--- config.mk ---
export PLATFORM = sky130hd
export DESIGN_NAME = pin_state_ctrl
export DESIGN_NICKNAME = d
export VERILOG_FILES = /design/src/common/pin_state_pkg.sv /design/src/design/pin_hold_cell.sv /design/src/design/pin_state_ctrl.sv
export VERILOG_INCLUDE_DIRS = /design/src /design/src/common
export SDC_FILE = /design/constraint.sdc
export NUM_CORES = 1
export LEC_CHECK = 0
export ABC_AREA = 1
export BUFFER_PORTS_ARGS = -buffer_cell sky130_fd_sc_hd__buf_2
export CORE_MARGIN = 2
export CORE_UTILIZATION = 37
export DETAILED_ROUTE_END_ITERATION = 8
export PLACE_DENSITY = 0.89
export SETUP_SLACK_MARGIN = 0.2
export SYNTH_ARGS = -nofsm -noshare
export SYNTH_HDL_FRONTEND = slang
export SYNTH_SLANG_ARGS = --single-unit
--- constraint.sdc ---
create_clock -name clock -period 1.9 [get_ports clock]
set_input_delay 0.095 -clock clock [delete_from_list [all_inputs] [get_ports clock]]
set_output_delay 0.095 -clock clock [all_outputs]
set_load 0.02 [all_outputs]
--- src/common/pin_state_map.svh ---
// offsets-free constant map: mode codes, reset timing and pin widths for the pin state block
`ifndef PIN_STATE_MAP_SVH
`define PIN_STATE_MAP_SVH
// ==========================================================
// operating mode codes on the three mode pins
`define MODE_W 3
`define MODE_SINGLE_LO 3'h6
`define MODE_SINGLE_HI 3'h7
`define MODE_EXP_UPPER 3'h5
// ==========================================================
// timing: address bus is driven low 2.5 clocks, rounded up to 3 whole clocks, after reset is seen low
`define ADDR_LOW_DELAY_HALF_CYCLES 5
`define ADDR_LOW_DELAY_CYCLES ((`ADDR_LOW_DELAY_HALF_CYCLES + 1) / 2)
`define CLOCK_PERIOD_NS 10
// ==========================================================
// pin widths
`define ADDR_W 24
`define DATA_W 16
`define CS_HI_W 4
`define UPPER_ADDR_W 3
`endif

--- src/common/pin_state_pkg.sv ---
// types shared by the pin state block: phases, pin groups, strobes and configuration
`include "pin_state_map.svh"
package pin_state_pkg;
   // ==========================================================
   // operating condition of the chip as seen at its pins
   typedef enum logic [2:0] {
      run_st,
      reset_st,
      hw_standby_st,
      sw_standby_st,
      bus_release_st
   } pin_phase_e;
   // one pin group: value, drive enable
   typedef struct packed {
      logic [`ADDR_W-1:0] value;
      logic [`ADDR_W-1:0] oe;
   } addr_pins_s;
   // the four bus strobes, active low
   typedef struct packed {
      logic addr_strobe_n;
      logic read_n;
      logic upper_write_n;
      logic lower_write_n;
   } strobes_s;
   // software-written configuration bits
   typedef struct packed {
      logic [`UPPER_ADDR_W-1:0] upper_addr_enable; // 23..21, 0 = address use
      logic addr20_enable;                         // 0 = address use
      logic [`CS_HI_W-1:0] chip_sel_pin_enable;    // 7..4, 1 = chip select use
      logic standby_outputs_hold;
      logic onchip_ram_enable;
   } config_s;
endpackage

--- src/design/pin_hold_cell.sv ---
// one pin with hold behaviour: float when input, keep last value when output
`timescale 1ns/1ps
`default_nettype none
module pin_hold_cell
   import pin_state_pkg::*;
(
   input wire logic clock,
   input wire logic rst,
   input wire logic hold,
   input wire logic dir_out,
   input wire logic new_value,
   input wire logic new_oe,
   output logic pin_out,
   output logic pin_oe
);
   // ==========================================================
   // state record: last driven value
   typedef struct packed {
      logic last_q;
   } cell_s;
   cell_s s_q;
   cell_s s_d;
   // capture the driven value while not holding
   always_comb begin
      s_d = s_q;
      if (!hold && new_oe) begin
         s_d.last_q = new_value;
      end
   end
   always_ff @(posedge clock or posedge rst) begin
      if (rst) begin
         s_q <= '0;
      end else begin
         s_q <= s_d;
      end
   end
   // hold: inputs float, outputs keep their value
   always_comb begin
      if (hold) begin
         pin_out = s_q.last_q;
         pin_oe = dir_out;
      end else begin
         pin_out = new_value;
         pin_oe = new_oe;
      end
   end
endmodule
`default_nettype wire

--- src/design/pin_state_ctrl.sv ---
// pin state controller for bus, strobes, upper address and chip select pins
//
// Contract
// - ports go input at once on reset
// - modes 1-4: strobes, cs0 high, data floats
// - modes 1-4: address low 2.5 clocks later; code waits 3 clocks
// - modes 3-4: upper address, chip selects float
// - mode 5: strobes high, address, data float
// - clock pin drives at first edge after reset
// - no bus release in modes 6, 7
// - held pins: inputs float, outputs keep value
// - modes 3-5: PA6-4 address when enable 0
// - PA7 address 20 rules by mode
// - PB3-0 chip selects when enable bit 1
// - standby chip selects float or high; release float
// - reset output low only on watchdog, mask version
`timescale 1ns/1ps
`default_nettype none
`include "pin_state_map.svh"
module pin_state_ctrl
   import pin_state_pkg::*;
#(
   parameter bit MASK_ROM_VERSION = 1'b1 // reset output only exists in this build
) (
   input wire logic clock,
   input wire logic rst,
   input wire logic chip_init_n,                       // reset pin, asynchronous
   input wire logic hw_standby_n,                      // standby pin, asynchronous
   input wire logic [`MODE_W-1:0] mode,                // mode pins, static
   input wire config_s cfg,                            // software configuration bits
   input wire logic sw_standby,                        // core is in software standby
   input wire logic bus_release_req,                   // bus release requested
   input wire logic watchdog_reset,                    // reset came from watchdog overflow
   input wire logic [`ADDR_W-1:0] core_addr,           // address from bus controller
   input wire strobes_s core_strobes,                  // strobes from bus controller
   input wire logic core_cs0_n,                        // chip select 0 from bus controller
   input wire logic [`CS_HI_W-1:0] core_cs_hi_n,       // chip selects 7..4
   input wire logic core_data_oe,                      // data bus drive request
   input wire logic [`UPPER_ADDR_W:0] port_a_value,    // PA7..PA4 port data
   input wire logic [`UPPER_ADDR_W:0] port_a_dir,      // PA7..PA4 direction, 1 = out
   input wire logic [`CS_HI_W-1:0] port_b_value,       // PB3..PB0 port data
   input wire logic [`CS_HI_W-1:0] port_b_dir,         // PB3..PB0 direction
   output logic bus_release_grant,
   output logic [`ADDR_W-1:0] addr_out,
   output logic [`ADDR_W-1:0] addr_oe,
   output strobes_s strobes_out,
   output logic strobes_oe,
   output logic cs0_n_out,
   output logic cs0_oe,
   output logic data_oe,
   output logic [`UPPER_ADDR_W:0] port_a_out,          // PA7..PA4
   output logic [`UPPER_ADDR_W:0] port_a_oe,
   output logic [`CS_HI_W-1:0] port_b_out,             // PB3..PB0
   output logic [`CS_HI_W-1:0] port_b_oe,
   output logic clock_pin_oe,
   output logic watchdog_init_out_n,
   output logic [2:0] phase
);
   // ==========================================================
   // pin synchronisers and state record
   typedef struct packed {
      logic [1:0] init_sync_q;      // reset pin, two stages
      logic [1:0] hw_standby_n_sync_q;      // standby pin, two stages
      logic [2:0] addr_cnt_q;       // cycles since reset sampled low
      logic addr_low_q;             // address bus forced low
      logic clk_oe_q;               // clock pin in output state
      logic grant_q;
      logic wdt_out_q;
   } ctrl_s;
   ctrl_s s_q;
   ctrl_s s_d;
   logic init_low;       // synchronised reset low
   logic hw_standby_n_low;       // synchronised standby low
   logic bus_modes;      // modes 1 to 5
   logic upper_modes;    // modes 3 to 5
   logic mode5;
   logic single_chip;
   logic in_reset;       // immediate, pin level
   logic in_hw_standby;  // immediate, pin level
   logic hold_pins;      // software standby or release keep behaviour
   logic [`UPPER_ADDR_W:0] pa_addr_use;
   logic [`CS_HI_W-1:0] pb_cs_use;
   logic [`UPPER_ADDR_W:0] pa_val;
   logic [`UPPER_ADDR_W:0] pa_oe;
   logic [`CS_HI_W-1:0] pb_val;
   logic [`CS_HI_W-1:0] pb_oe;
   logic [`UPPER_ADDR_W:0] pa_hold_out;
   logic [`UPPER_ADDR_W:0] pa_hold_oe;
   logic [`CS_HI_W-1:0] pb_hold_out;
   logic [`CS_HI_W-1:0] pb_hold_oe;
   assign init_low = !s_q.init_sync_q[1];
   assign hw_standby_n_low = !s_q.hw_standby_n_sync_q[1];
   // immediate reset and standby views come straight from the pins: standby only
   // gates enables off, but a reset glitch can also drive strobes, cs0 and the clock pin
   assign in_reset = !chip_init_n;
   assign in_hw_standby = !hw_standby_n;
   assign single_chip = (mode == `MODE_SINGLE_LO) || (mode == `MODE_SINGLE_HI);
   assign bus_modes = (mode != 3'h0) && !single_chip;
   assign upper_modes = bus_modes && (mode >= 3'h3);
   assign mode5 = (mode == `MODE_EXP_UPPER);
   // ==========================================================
   // pin function selection
   always_comb begin
      // PA6..PA4 address 23..21 when enable bit is 0
      pa_addr_use[2:0] = upper_modes ? ~cfg.upper_addr_enable : 3'h0;
      // PA7 address 20: always in modes 3, 4, by enable in mode 5
      pa_addr_use[3] = upper_modes && (mode5 ? !cfg.addr20_enable : 1'b1);
      // PB3..PB0 chip selects 7..4 when enable bit is 1
      // PB bit i carries chip select 7-i, so its enable is bit 3-i
      for (int i = 0; i < `CS_HI_W; i++) begin
         pb_cs_use[i] = bus_modes && cfg.chip_sel_pin_enable[3 - i];
      end
   end
   // ==========================================================
   // synchronisers, reset address delay, clock pin, release grant
   always_comb begin
      s_d = s_q;
      s_d.init_sync_q = {s_q.init_sync_q[0], chip_init_n};
      s_d.hw_standby_n_sync_q = {s_q.hw_standby_n_sync_q[0], hw_standby_n};
      // clock pin goes output at the first edge after reset goes low
      s_d.clk_oe_q = in_reset ? 1'b1 : s_q.clk_oe_q;
      if (init_low) begin
         // count from the cycle reset was sampled low
         if (s_q.addr_cnt_q != 3'(`ADDR_LOW_DELAY_CYCLES)) begin
            s_d.addr_cnt_q = s_q.addr_cnt_q + 3'h1;
         end
         s_d.addr_low_q = (s_q.addr_cnt_q + 3'h1) >= 3'(`ADDR_LOW_DELAY_CYCLES);
      end else begin
         s_d.addr_cnt_q = 3'h0;
         s_d.addr_low_q = 1'b0;
      end
      // release is never granted in single-chip modes
      s_d.grant_q = bus_release_req && bus_modes && !init_low && !hw_standby_n_low && !sw_standby;
      // reset output low only for a watchdog reset in the mask build
      s_d.wdt_out_q = MASK_ROM_VERSION && watchdog_reset;
   end
   // the reset pin is the controller's own reset stimulus; rst only clears state
   always_ff @(posedge clock or posedge rst) begin
      if (rst) begin
         // synchronisers start at the idle pin level: no false pin reset after rst
         s_q <= '{init_sync_q: 2'h3, hw_standby_n_sync_q: 2'h3, default: '0};
      end else begin
         s_q <= s_d;
      end
   end
   assign hold_pins = sw_standby || s_q.grant_q;
   // ==========================================================
   // pin drivers
   always_comb begin
      // run values
      pa_val = port_a_value;
      pa_oe = port_a_dir;
      pb_val = port_b_value;
      pb_oe = port_b_dir;
      for (int i = 0; i <= `UPPER_ADDR_W; i++) begin
         if (pa_addr_use[i]) begin
            // PA7 carries A20, PA6..PA4 carry A23..A21
            pa_val[i] = core_addr[(i == 3) ? 20 : 21 + i];
            pa_oe[i] = 1'b1;
         end
      end
      for (int i = 0; i < `CS_HI_W; i++) begin
         if (pb_cs_use[i]) begin
            pb_val[i] = core_cs_hi_n[3 - i];
            pb_oe[i] = 1'b1;
         end
      end
      addr_out = core_addr;
      addr_oe = bus_modes ? {`ADDR_W{1'b1}} : '0;
      strobes_out = core_strobes;
      strobes_oe = bus_modes;
      cs0_n_out = core_cs0_n;
      cs0_oe = bus_modes;
      data_oe = bus_modes && core_data_oe;
      if (s_q.grant_q) begin
         // released bus: address, strobes and active chip selects float
         addr_oe = '0;
         strobes_oe = 1'b0;
         cs0_oe = 1'b0;
         data_oe = 1'b0;
         pa_oe = pa_oe & ~pa_addr_use;
         pb_oe = pb_oe & ~pb_cs_use;
      end else if (sw_standby) begin
         data_oe = 1'b0;
         strobes_out = '1;
         strobes_oe = bus_modes && cfg.standby_outputs_hold;
         cs0_n_out = 1'b1;
         cs0_oe = bus_modes && cfg.standby_outputs_hold;
         // chip selects float or drive high by the hold bit
         for (int i = 0; i < `CS_HI_W; i++) begin
            if (pb_cs_use[i]) begin
               pb_val[i] = 1'b1;
               pb_oe[i] = cfg.standby_outputs_hold;
            end
         end
         if (!cfg.standby_outputs_hold) begin
            addr_oe = '0;
            pa_oe = pa_oe & ~pa_addr_use;
         end
      end
      if (in_reset) begin
         // ports to input at once, no clock needed
         pa_oe = '0;
         pb_oe = '0;
         data_oe = 1'b0;
         strobes_out = '1;
         cs0_n_out = 1'b1;
         // modes 1-4: strobes and cs0 high, data floats
         strobes_oe = bus_modes;
         cs0_oe = bus_modes && !mode5;
         // address low after the delay; mode 5 floats it
         addr_out = '0;
         addr_oe = (bus_modes && !mode5 && s_q.addr_low_q) ? {`ADDR_W{1'b1}} : '0;
         // modes 3, 4: address 23..21 float, address 20 stays low; PA and PB pins float as ports
         if (upper_modes && !mode5) begin
            addr_oe[23:21] = 3'h0;
         end
      end
   end
   // keep behaviour for software standby and release
   for (genvar g = 0; g <= `UPPER_ADDR_W; g++) begin : g_pa
      pin_hold_cell u_cell (
         .clock(clock),
         .rst(rst),
         // address pins are held too: in software standby with the hold bit set they keep the last address
         .hold(hold_pins && !in_reset),
         .dir_out(pa_oe[g]),
         .new_value(pa_val[g]),
         .new_oe(pa_oe[g]),
         .pin_out(pa_hold_out[g]),
         .pin_oe(pa_hold_oe[g])
      );
   end
   for (genvar g = 0; g < `CS_HI_W; g++) begin : g_pb
      pin_hold_cell u_cell (
         .clock(clock),
         .rst(rst),
         .hold(hold_pins && !pb_cs_use[g] && !in_reset),
         .dir_out(port_b_dir[g]),
         .new_value(pb_val[g]),
         .new_oe(pb_oe[g]),
         .pin_out(pb_hold_out[g]),
         .pin_oe(pb_hold_oe[g])
      );
   end
   // hardware standby floats the PA7..PA4, PB3..PB0 and clock pins
   assign port_a_out = pa_hold_out;
   assign port_a_oe = in_hw_standby ? '0 : pa_hold_oe;
   assign port_b_out = pb_hold_out;
   assign port_b_oe = in_hw_standby ? '0 : pb_hold_oe;
   assign bus_release_grant = s_q.grant_q;
   assign clock_pin_oe = s_q.clk_oe_q && !in_hw_standby;
   assign watchdog_init_out_n = !s_q.wdt_out_q;
   assign phase = in_hw_standby ? 3'h2 : in_reset ? 3'h1 : s_q.grant_q ? 3'h4 :
                  sw_standby ? 3'h3 : 3'h0;
endmodule
`default_nettype wire

==> results, run 1 <==
- The final setup violation count is 0.
- The post-synthesis net count is 388.
- The maximum fanout count along the critical path is 9.
- The number of diodes added for antenna fixing is 0.
- Row generation in the floorplan step produced 26 rows.
- For this run, the leading register cell type out of synthesis is sky130_fd_sc_hd__dfrtp_1.
- The average cell area after synthesis is 6.08 um2.
- The leftover overflow at the end of global routing is 0.
- The multiplexer fraction of the synthesized cell area is 0%.
- Yosys printed 0 warnings.
- Once detailed placement completed, the half-perimeter wirelength came to 4610 um.
- For this block, wires on met1 add up to 2410 um.
- STA puts the critical path data arrival time at 1.55 ns.
- By area, the combinational part of the netlist is dominated by simple AND/OR/NAND/NOR gates.
- Traced cell by cell, the critical path runs through inv_2 -> a21oi_4 -> inv_4 -> nand2_1 -> nand2_1 -> nand3_2 -> a21oi_1 -> buf_4.
- The total number of clock tree sinks is 19.
- The final clock period utilization by the worst path is 86.4%.
- Power spread over the standard cell area amounts to 585 nW/um2.
- The clock passes through at most 2 buffers.
- The layout has 511 filler cells.
- The source-to-sink clock delay at the later pin of the worst-skew pair is 0.26 ns.
- The number of antenna violations at the first check in global routing is 0.
- IR analysis of the VDD net gives a maximum drop of 0.000329 V.
- The maximum clock rate is 609 MHz.
- The compound-gate portion of the synthesized area is 11.7%.
- STA classifies the critical path startpoint as a flip-flop.
- The commonest cells after synthesis are 102 x sky130_fd_sc_hd__nand2_1, 55 x sky130_fd_sc_hd__inv_1, 32 x sky130_fd_sc_hd__buf_4.
- The placeable core region is 5040 um2.
- The area growth from synthesis to layout is 40.2%.
- The number of distinct library cell variants in the gate-level netlist after synthesis is 28.
- The horizontal die dimension is 76.0 um.
- After detailed routing, the number of vias per cell comes to 4.71.
- The most numerous cell type found on the critical path is sky130_fd_sc_hd__nand2_1.
- The combined global-route utilization of all metal layers is 19.4%.
- The post-synthesis share of cell area spent on full adders, half adders and majority gates is 1.96%.
- The remaining design rule violation count is 0.
- Timing analysis after detailed placement gives a worst setup slack of 0.375 ns.
- The flow ran to the end, and the final reports show no timing, DRC or antenna violations.
- In the final layout, the share of cells above drive strength 1 is 42.9%.
- Clock tree synthesis selected as its root buffer the cell sky130_fd_sc_hd__clkbuf_8.
- The worst hold slack across all endpoints is 0.110 ns.
- Counting every instance in the synthesized netlist gives 315.
- The overall power consumption is 1.57 mW.
- The netlist area before placement is 1920 um2.
- The via total after detailed routing is 2,415.
- The worst setup path is of the flip-flop to output pin kind.
- After detailed placement, the design holds a cell count of 501.
- In the detailed route, the total length drawn on met3 is 551 um.
- For this design the static power due to leakage is 1.74 nW.
- Across the run, the number of max-cap violations was 0.
- The hold violation count in the final report is 0.
- The aggregate routed wire length is 6110 um.
- The finished layout holds 513 standard cells, fillers aside.
- The die covers 5770 um2.
- Measured on the finished design, the core utilization comes to 53.3%.
- The starting utilization of the core area is 38.0%.
- For the pin with the worst max-slew slack, the measured transition is 0.743 ns.
- Summing all non-filler instances in the final layout gives an area of 2690 um2.
- Detailed routing placed a total of 3070 um of wire on met2.
- The first TritonRoute pass finished after 4 iterations.
- The dominant cell by count in the synthesized netlist is sky130_fd_sc_hd__nand2_1.
- The detailed router used layers up to and including met4.
- The height of the die is 76.0 um.
- The final weighted congestion in routability-driven placement is 0.776.
- The type of the most critical hold path is primary input to flip-flop.
- In this design, the stage delay of the slowest critical-path cell is 0.41 ns.
- In the post-synthesis netlist, the biggest area contributors are sky130_fd_sc_hd__nand2_1 20%, sky130_fd_sc_hd__dfrtp_1 20%, sky130_fd_sc_hd__buf_4 13%.
- The number of global-route vias before repair is 2,129.
- The clock tree from TritonCTS is done.
- Of all flip-flops after synthesis, the portion carrying an async set or reset was 100%.
- After Yosys synthesis, and, or, nand and nor cells account for 35.6% of the synthesized area.
- The xor and xnor fraction of the mapped netlist area is 0%.
- The number of buffers inserted during clock tree synthesis is 3.
- The maximum number of pins on one net before global-route repair is 25.
- The slack of the critical path is 0.258 ns.
- The first global-routing pass estimated 9220 um of wire.
- The number of levels in the clock H-tree is 1.
- After detailed placement, the total cell area comes to 2530 um2.
- The share of synthesized area in the top cell type comes to 20.0%.
- Dividing the detail-routed wire length by the instance count gives 11.9 um.
- The post-route setup TNS is 0 ns.
- Clock-pin slew was measured on the worst setup and hold paths at 0.07 ns.
- The critical path endpoint category is an output pin.
- The final layout contains 517 nets.
- The endpoint required time on the critical path is 1.80 ns.
- The number of flops mapped to enable cells by yosys is 0.
- The worst slew slack as a fraction of its limit is 50.4%.
- The number of slew-limit violations in the final report was 0.
- Among all stages on the critical path, the largest delay is contributed by sky130_fd_sc_hd__dfrtp_1.
- The worst clock skew on the final layout is 0.00768 ns.
- In this run, the number of DRC markers left after iteration 0 of detailed routing was 143.
- Setup repair after global routing could not meet its margin everywhere.
- In this run the remaining antenna-violating nets after routing total 0.
- The number of ports placed on the die boundary is 148.
- The largest total area in the synthesized netlist belongs to sky130_fd_sc_hd__nand2_1.
- After layout, the minimum clock period comes to 1.64 ns.
- The count of port buffers added during placement is 146.
- Summing the sequential cell areas from Yosys gives 25.1% of the chip area.
- In this run, synthesis produced a sequential element count of 19.
## layout make-up
cell class | instances | area (um2) | share of cell area [%]
repair buffers | 158 | 843 | 31.4
multi-input cells | 201 | 998 | 37.2
flip-flops and latches | 19 | 480 | 17.9
inverters | 61 | 231 | 8.62
clock buffers | 4 | 45.0 | 1.68
well taps | 70 | 87.6 | 3.26
## worst max-delay path, delay by kind of cell, from the launching register on
kind,cells,cell delay [ns]
buf+inv,3,0.42
simple gates,3,0.25
flops,1,0.41
compound gates,2,0.22
## routing by layer
metal,track usage [%],vias up
met5,0,-
met4,6.18,0
met3,4.29,11
met2,36.0,127
met1,22.1,1089
li1,-,1188
## kinds of logic after synthesis
family                   count (synthesis)
AND/OR/NAND/NOR                        160
buffers and inverters                   97
AO/OA/AOI/OAI                           36
flip-flops                              19
adder cells (fa/ha/maj)                  3
## state kept, by name, indices dropped and copies added, names as in the netlist
signal / flops
s_q: 8
g_pa.u_cell.s_q: 4
bus_release_grant: 1
s_d: 2
g_pb.u_cell.s_q: 4
## what timing repair did
item,in CTS,in global routing
hold endpoints to repair,17,0
pin swaps,0,1
hold buffers,3,0
buffers inserted,0,3
resized for setup,1,11
setup endpoints to repair,27,34
cloned,0,2
## report_power, final
part           leakage (nW)  total (mW)  internal (mW)  switching (mW)
clock                0.0228       0.286          0.149           0.137
sequential            0.227       0.495          0.464          0.0310
combinational          1.49       0.791          0.282           0.509
## worst paths after layout
kind / from / endpoint / slack, ns / cells after the start
worst min-delay path: bus_release_req / bus_release_grant$_DFF_PP0_ / 0.11 / 3
worst min register to register: s_d[10]$_DFF_PP1_ / s_q[10]$_DFF_PP1_ / 0.36 / 0
worst max register to register: bus_release_grant$_DFF_PP0_ / g_pa[3].u_cell.s_q$_DFFE_PP0P_ / 0.65 / 8
min in group asynchronous: rst / s_q[3]$_DFF_PP0_ / 0.50 / 3
max in group asynchronous: rst / bus_release_grant$_DFF_PP0_ / 0.93 / 3
worst max-delay path: bus_release_grant$_DFF_PP0_ / port_b_oe[0] / 0.26 / 8
## layout by cell type, fill, tap and decap left out, types with 3 or more instances in the layout
cell and instances:
sky130_fd_sc_hd__dlygate4sd3_1 3, sky130_fd_sc_hd__ha_1 3, sky130_fd_sc_hd__nand3_2 4, sky130_fd_sc_hd__nand4_1 5
sky130_fd_sc_hd__inv_2 5, sky130_fd_sc_hd__dfstp_2 4, sky130_fd_sc_hd__o21ai_0 6, sky130_fd_sc_hd__buf_2 143
sky130_fd_sc_hd__nor2_1 17, sky130_fd_sc_hd__buf_4 10, sky130_fd_sc_hd__o21ai_1 11, sky130_fd_sc_hd__dfrtp_1 15
sky130_fd_sc_hd__nand3_1 18, sky130_fd_sc_hd__clkbuf_8 3, sky130_fd_sc_hd__nand2_1 102, sky130_fd_sc_hd__nor3_1 4
sky130_fd_sc_hd__nor2_2 5, sky130_fd_sc_hd__nand2_2 3, sky130_fd_sc_hd__inv_1 54, sky130_fd_sc_hd__a21oi_1 8
No activity file was read; power rests on OpenSTA's default activity.
==> inputs of run 2 (changes only) <==
--- a/config.mk
+++ b/config.mk
@@ -6,13 +6,13 @@
 export SDC_FILE = /design/constraint.sdc
 export NUM_CORES = 1
 export LEC_CHECK = 0
-export ABC_AREA = 1
 export BUFFER_PORTS_ARGS = -buffer_cell sky130_fd_sc_hd__buf_2
+export CORE_ASPECT_RATIO = 0.75
 export CORE_MARGIN = 2
 export CORE_UTILIZATION = 37
 export DETAILED_ROUTE_END_ITERATION = 8
-export PLACE_DENSITY = 0.89
-export SETUP_SLACK_MARGIN = 0.2
+export PLACE_DENSITY = 0.88
+export SETUP_SLACK_MARGIN = 0.3
 export SYNTH_ARGS = -nofsm -noshare
 export SYNTH_HDL_FRONTEND = slang
 export SYNTH_SLANG_ARGS = --single-unit
==> run 2 against run 1 <==
  * Synthesized cell count shrank 23%
  * Worst setup slack lost 0.079 ns
  * Cell count shrank 14%
  * Largest cell class unchanged
  * First-iteration DRC count shrank 9.1%
  * Largest power group unchanged
  * Global-route usage grew 0.61 points
  * Via count shrank 8.5%
  * Combinational power grew 11%
==> results, run 2 <==
- The flow ran to the end, and the final reports show no timing, DRC or antenna violations.
- STA classifies the critical path endpoint as a flip-flop.
- The number of diodes added for antenna fixing is 0.
- The number of maximum-capacitance constraint violations is 0.
- The library cell used most frequently in the layout, excluding fill and tap cells, is sky130_fd_sc_hd__buf_2.
- For the worst flop-to-flop path, the logic depth is 5.
- In this run the number of H-tree levels came out at 1.
- Each instance of the synthesized netlist takes up on average 8.10 um2.
- At the pin with the least slew margin, the transition time is 0.752 ns.
- The post-synthesis net count is 314.
- The cell count after synthesis is 241.
- The number of antenna violations at the first check in global routing is 0.
- Setup repair after global routing could not meet its margin everywhere.
- By area the synthesized netlist is led by sky130_fd_sc_hd__dfrtp_1 19%, sky130_fd_sc_hd__buf_4 12%, sky130_fd_sc_hd__and2_1 8.3%.
- The number of ports placed on the die boundary is 148.
- The remaining design rule violation count is 0.
- Hold is met by 0.0648 ns.
- The reg-to-reg critical path endpoint is g_pb[0].u_cell.s_q$_DFFE_PP0P_.
- The area occupied by multi-input gates is 1220 um2.
- The commonest cells after synthesis are 30 x sky130_fd_sc_hd__buf_4, 26 x sky130_fd_sc_hd__and2_1, 21 x sky130_fd_sc_hd__nor2_1.
- The number of slew-limit violations in the final report is 0.
- The cell area after layout is 2830 um2.
- The register with the most flip-flops in the layout has 8 of them.
- The classification of the worst setup path is flip-flop to flip-flop.
- The fill cell total of the finished layout is 420.
- Of the synthesized area, sequential elements account for 24.6%.
- The maximum fanout count along the critical path is 6.
- From synthesis to final layout, the design area changed by 45.1%.
- The worst hold path terminates at bus_release_grant$_DFF_PP0_.
- The root buffer cell is sky130_fd_sc_hd__clkbuf_8.
- The launching element type of the critical path is a flip-flop.
- The die is 66.9 um tall.
- The per-cell via count in the routed design is 5.01.
- The slowest stage of the critical path is the sky130_fd_sc_hd__or4_1 cell.
- After detailed routing, the average wire length per cell comes to 13.8 um.
- In the final layout, the registers with the most flip-flops are s_q (8), g_pa.u_cell.s_q (4), g_pb.u_cell.s_q (4).
- After synthesis, the largest area contributor takes up 19.2% of total cell area.
- For this run, the number of Yosys warnings is 0.
- The maximum clock rate is 581 MHz.
- The sequential cell area is 482 um2.
- The dominant delay contributor by cell family on the critical path is simple AND/OR/NAND/NOR gates.
- For this run the aggregate overflow at the end of global routing stands at 0.
- The post-CTS clock slew at the launch and capture registers of the worst setup and hold paths is 0.08 ns.
- The flop-to-flop setup slack is 0.18 ns.
- After routing, the total negative slack on setup checks comes to 0 ns.
- The static leakage is 1.51 nW.
- The post-layout net count is 443.
- The dominant cell by count in the synthesized netlist is sky130_fd_sc_hd__buf_4.
- The overall power consumption is 1.68 mW.
- The worst slew slack as a fraction of its limit is 49.8%.
- The number of global-route vias before repair is 2,039.
- The via total after detailed routing is 2,209.
- The ratio of cells with drive above 1 in the final layout is 53.7%.
- For this run, the slowest stage of the critical path takes 0.50 ns.
- The number of buffers on the longest clock path is 2.
- The critical path contains buffers and inverters numbering 2 combined.
- After floorplanning, the core was sized to cover 4980 um2.
- The number of antenna-violating nets in the routed design is 0.
- The worst-case IR drop observed on VDD is 0.000318 V.
- In the synthesized netlist the async set-or-reset flop fraction comes to 100%.
- The area of the die is 5880 um2.
- Yosys mapped a number of flops with a built-in enable equal to 0.
- The hold violation count in the final report was 0.
- Along the worst hold path, the cell count comes to 3.
- The count of port buffers added during placement is 146.
- The source-to-sink clock delay at the later pin of the worst-skew pair is 0.26 ns.
- The total number of clock tree sinks is 19.
- The source of the worst hold timing path is bus_release_req.
- TritonCTS built the clock tree.
- Entering global routing, the biggest net connects 33 pins.
- The library cell occupying the most area in the post-synthesis netlist is sky130_fd_sc_hd__dfrtp_1.
- At the worst endpoint, the required time is 2.05 ns.
- The floorplan has 22 rows.
- The synthesized netlist contains 42 unique library cells.
- The launch instance of the worst register-to-register path is bus_release_grant$_DFF_PP0_.
- The cell area reported after detailed placement is 2550 um2.
- The initial utilization of the core area, before any placement, comes to 39.2%.
- Once detailed placement completed, the half-perimeter wirelength came to 4690 um.
- The horizontal die dimension is 87.9 um.
- The aggregate routed wire length is 6090 um.
- For this run, the leading register cell type out of synthesis is sky130_fd_sc_hd__dfrtp_1.
- Subtracting the final worst setup slack from the clock period gives 1.72 ns.
- The data arrival time at the worst-slack endpoint is 1.87 ns.
- Setup violations remaining at the end of the flow were counted as 0.
- The final clock period utilization by the worst path is 90.6%.
- In this run, CTS created clock tree buffers numbering 3.
- Across the routed clock network, the largest skew measured is 0.00159 ns.
- Counting flops per register, the top entry is s_q.
- The synthesized flop and latch total is 19.
- Walking the worst path, the cells encountered are inv_2 -> o211ai_1 -> buf_4 -> or4_1 -> o311a_1.
- Leaving out fill and tap cells, the most frequent cells in the layout are 127 x sky130_fd_sc_hd__buf_2, 26 x sky130_fd_sc_hd__and2_1, 24 x sky130_fd_sc_hd__buf_4.
- The mapped netlist covers 1950 um2.
- The wire length of the first global-routing pass is 9290 um.
- The first-pass iteration count of the detailed router is 4.
- Power spread over the standard cell area amounts to 594 nW/um2.
- The final weighted congestion in routability-driven placement is 0.854.
- After the first detailed-routing iteration, the DRC count stood at 130.
- In this run the worst hold path is classified as primary input to flip-flop.
- The combined global-route utilization of all metal layers is 20.0%.
[run 2: cell types whose count changed after synthesis, moves of 12 or more]
cell                      before  now
sky130_fd_sc_hd__and2_1        0   26
sky130_fd_sc_hd__nand2_1     102   13
sky130_fd_sc_hd__nand3_1      20    8
sky130_fd_sc_hd__o21ai_1      12    0
sky130_fd_sc_hd__inv_1        55    6
sky130_fd_sc_hd__mux2i_1       0   12
[run 2: area by class of cell]
| cell class | count | share of cell area, % |
|---|---|---|
| timing repair buffer | 164 | 34.1 |
| multi-input combinational | 175 | 43.1 |
| inverter | 7 | 0.928 |
| clock inverter | 1 | 0.177 |
| clock buffer | 3 | 1.46 |
| sequential | 19 | 17.0 |
| tap | 72 | 3.18 |
[run 2: per-layer routing]
layer | vias up | track usage, % | wire, um
met1 | 1021 | 25.1 | 2570
met3 | 11 | 4.21 | 527
met2 | 106 | 35.2 | 2900
li1 | 1071 | - | -
met4 | 0 | 4.42 | 93
met5 | - | 0 | 0
[run 2: worst max path at each step]
stage | start | to | cells after the start
after floorplan | bus_release_grant$_DFF_PP0_ | addr_oe[10] | 5
after CTS | bus_release_grant$_DFF_PP0_ | g_pb[0].u_cell.s_q$_DFFE_PP0P_ | 5
after global routing | bus_release_grant$_DFF_PP0_ | addr_oe[1] | 6
after global placement | bus_release_grant$_DFF_PP0_ | g_pb[1].u_cell.s_q$_DFFE_PP0P_ | 4
after detailed placement | bus_release_grant$_DFF_PP0_ | g_pb[2].u_cell.s_q$_DFFE_PP0P_ | 4
final | bus_release_grant$_DFF_PP0_ | g_pb[0].u_cell.s_q$_DFFE_PP0P_ | 5
[run 2: power breakdown]
part	internal, mW	total, mW	switching [mW]
combinational	0.388	0.875	0.487
sequential	0.472	0.510	0.0387
clock	0.146	0.297	0.151
total	1.01	1.68	0.676
[run 2: cells by family after synthesis]
family | count (synthesis) | synth area share (%)
simple gates | 108 | 32.7
buf+inv | 47 | 15.9
compound gates | 45 | 14.8
flops | 19 | 24.6
mux | 18 | 9.62
fa+ha+maj | 3 | 1.92
xor+xnor | 1 | 0.449
[run 2: through the flow]
stage	worst slack, ns	instances	util [%]
6_report	0.179	441	56.9
5_1_grt	0.130	441	56.9
4_1_cts	0.218	439	55.4
3_5_place_dp	0.325	424	51.3
3_3_place_gp	0.332	424	51.3
2_1_floorplan	0.135	241	-
[run 2: timing repair]
| item | CTS | global route |
|---|---|---|
| hold endpoints to repair | 17 | 0 |
| buffers inserted | 8 | 2 |
| pin swaps | 2 | 10 |
| endpoints found under the setup margin | 33 | 52 |
| hold buffers | 3 | 0 |
| gates resized for setup | 18 | 20 |
[run 2: worst reg2reg max path, stage by stage (launching register included)]
cell,delay (ns)
sky130_fd_sc_hd__dfrtp_2,0.48
sky130_fd_sc_hd__inv_2,0.12
sky130_fd_sc_hd__o211ai_1,0.18
sky130_fd_sc_hd__buf_4,0.20
sky130_fd_sc_hd__or4_1,0.50
sky130_fd_sc_hd__o311a_1,0.13
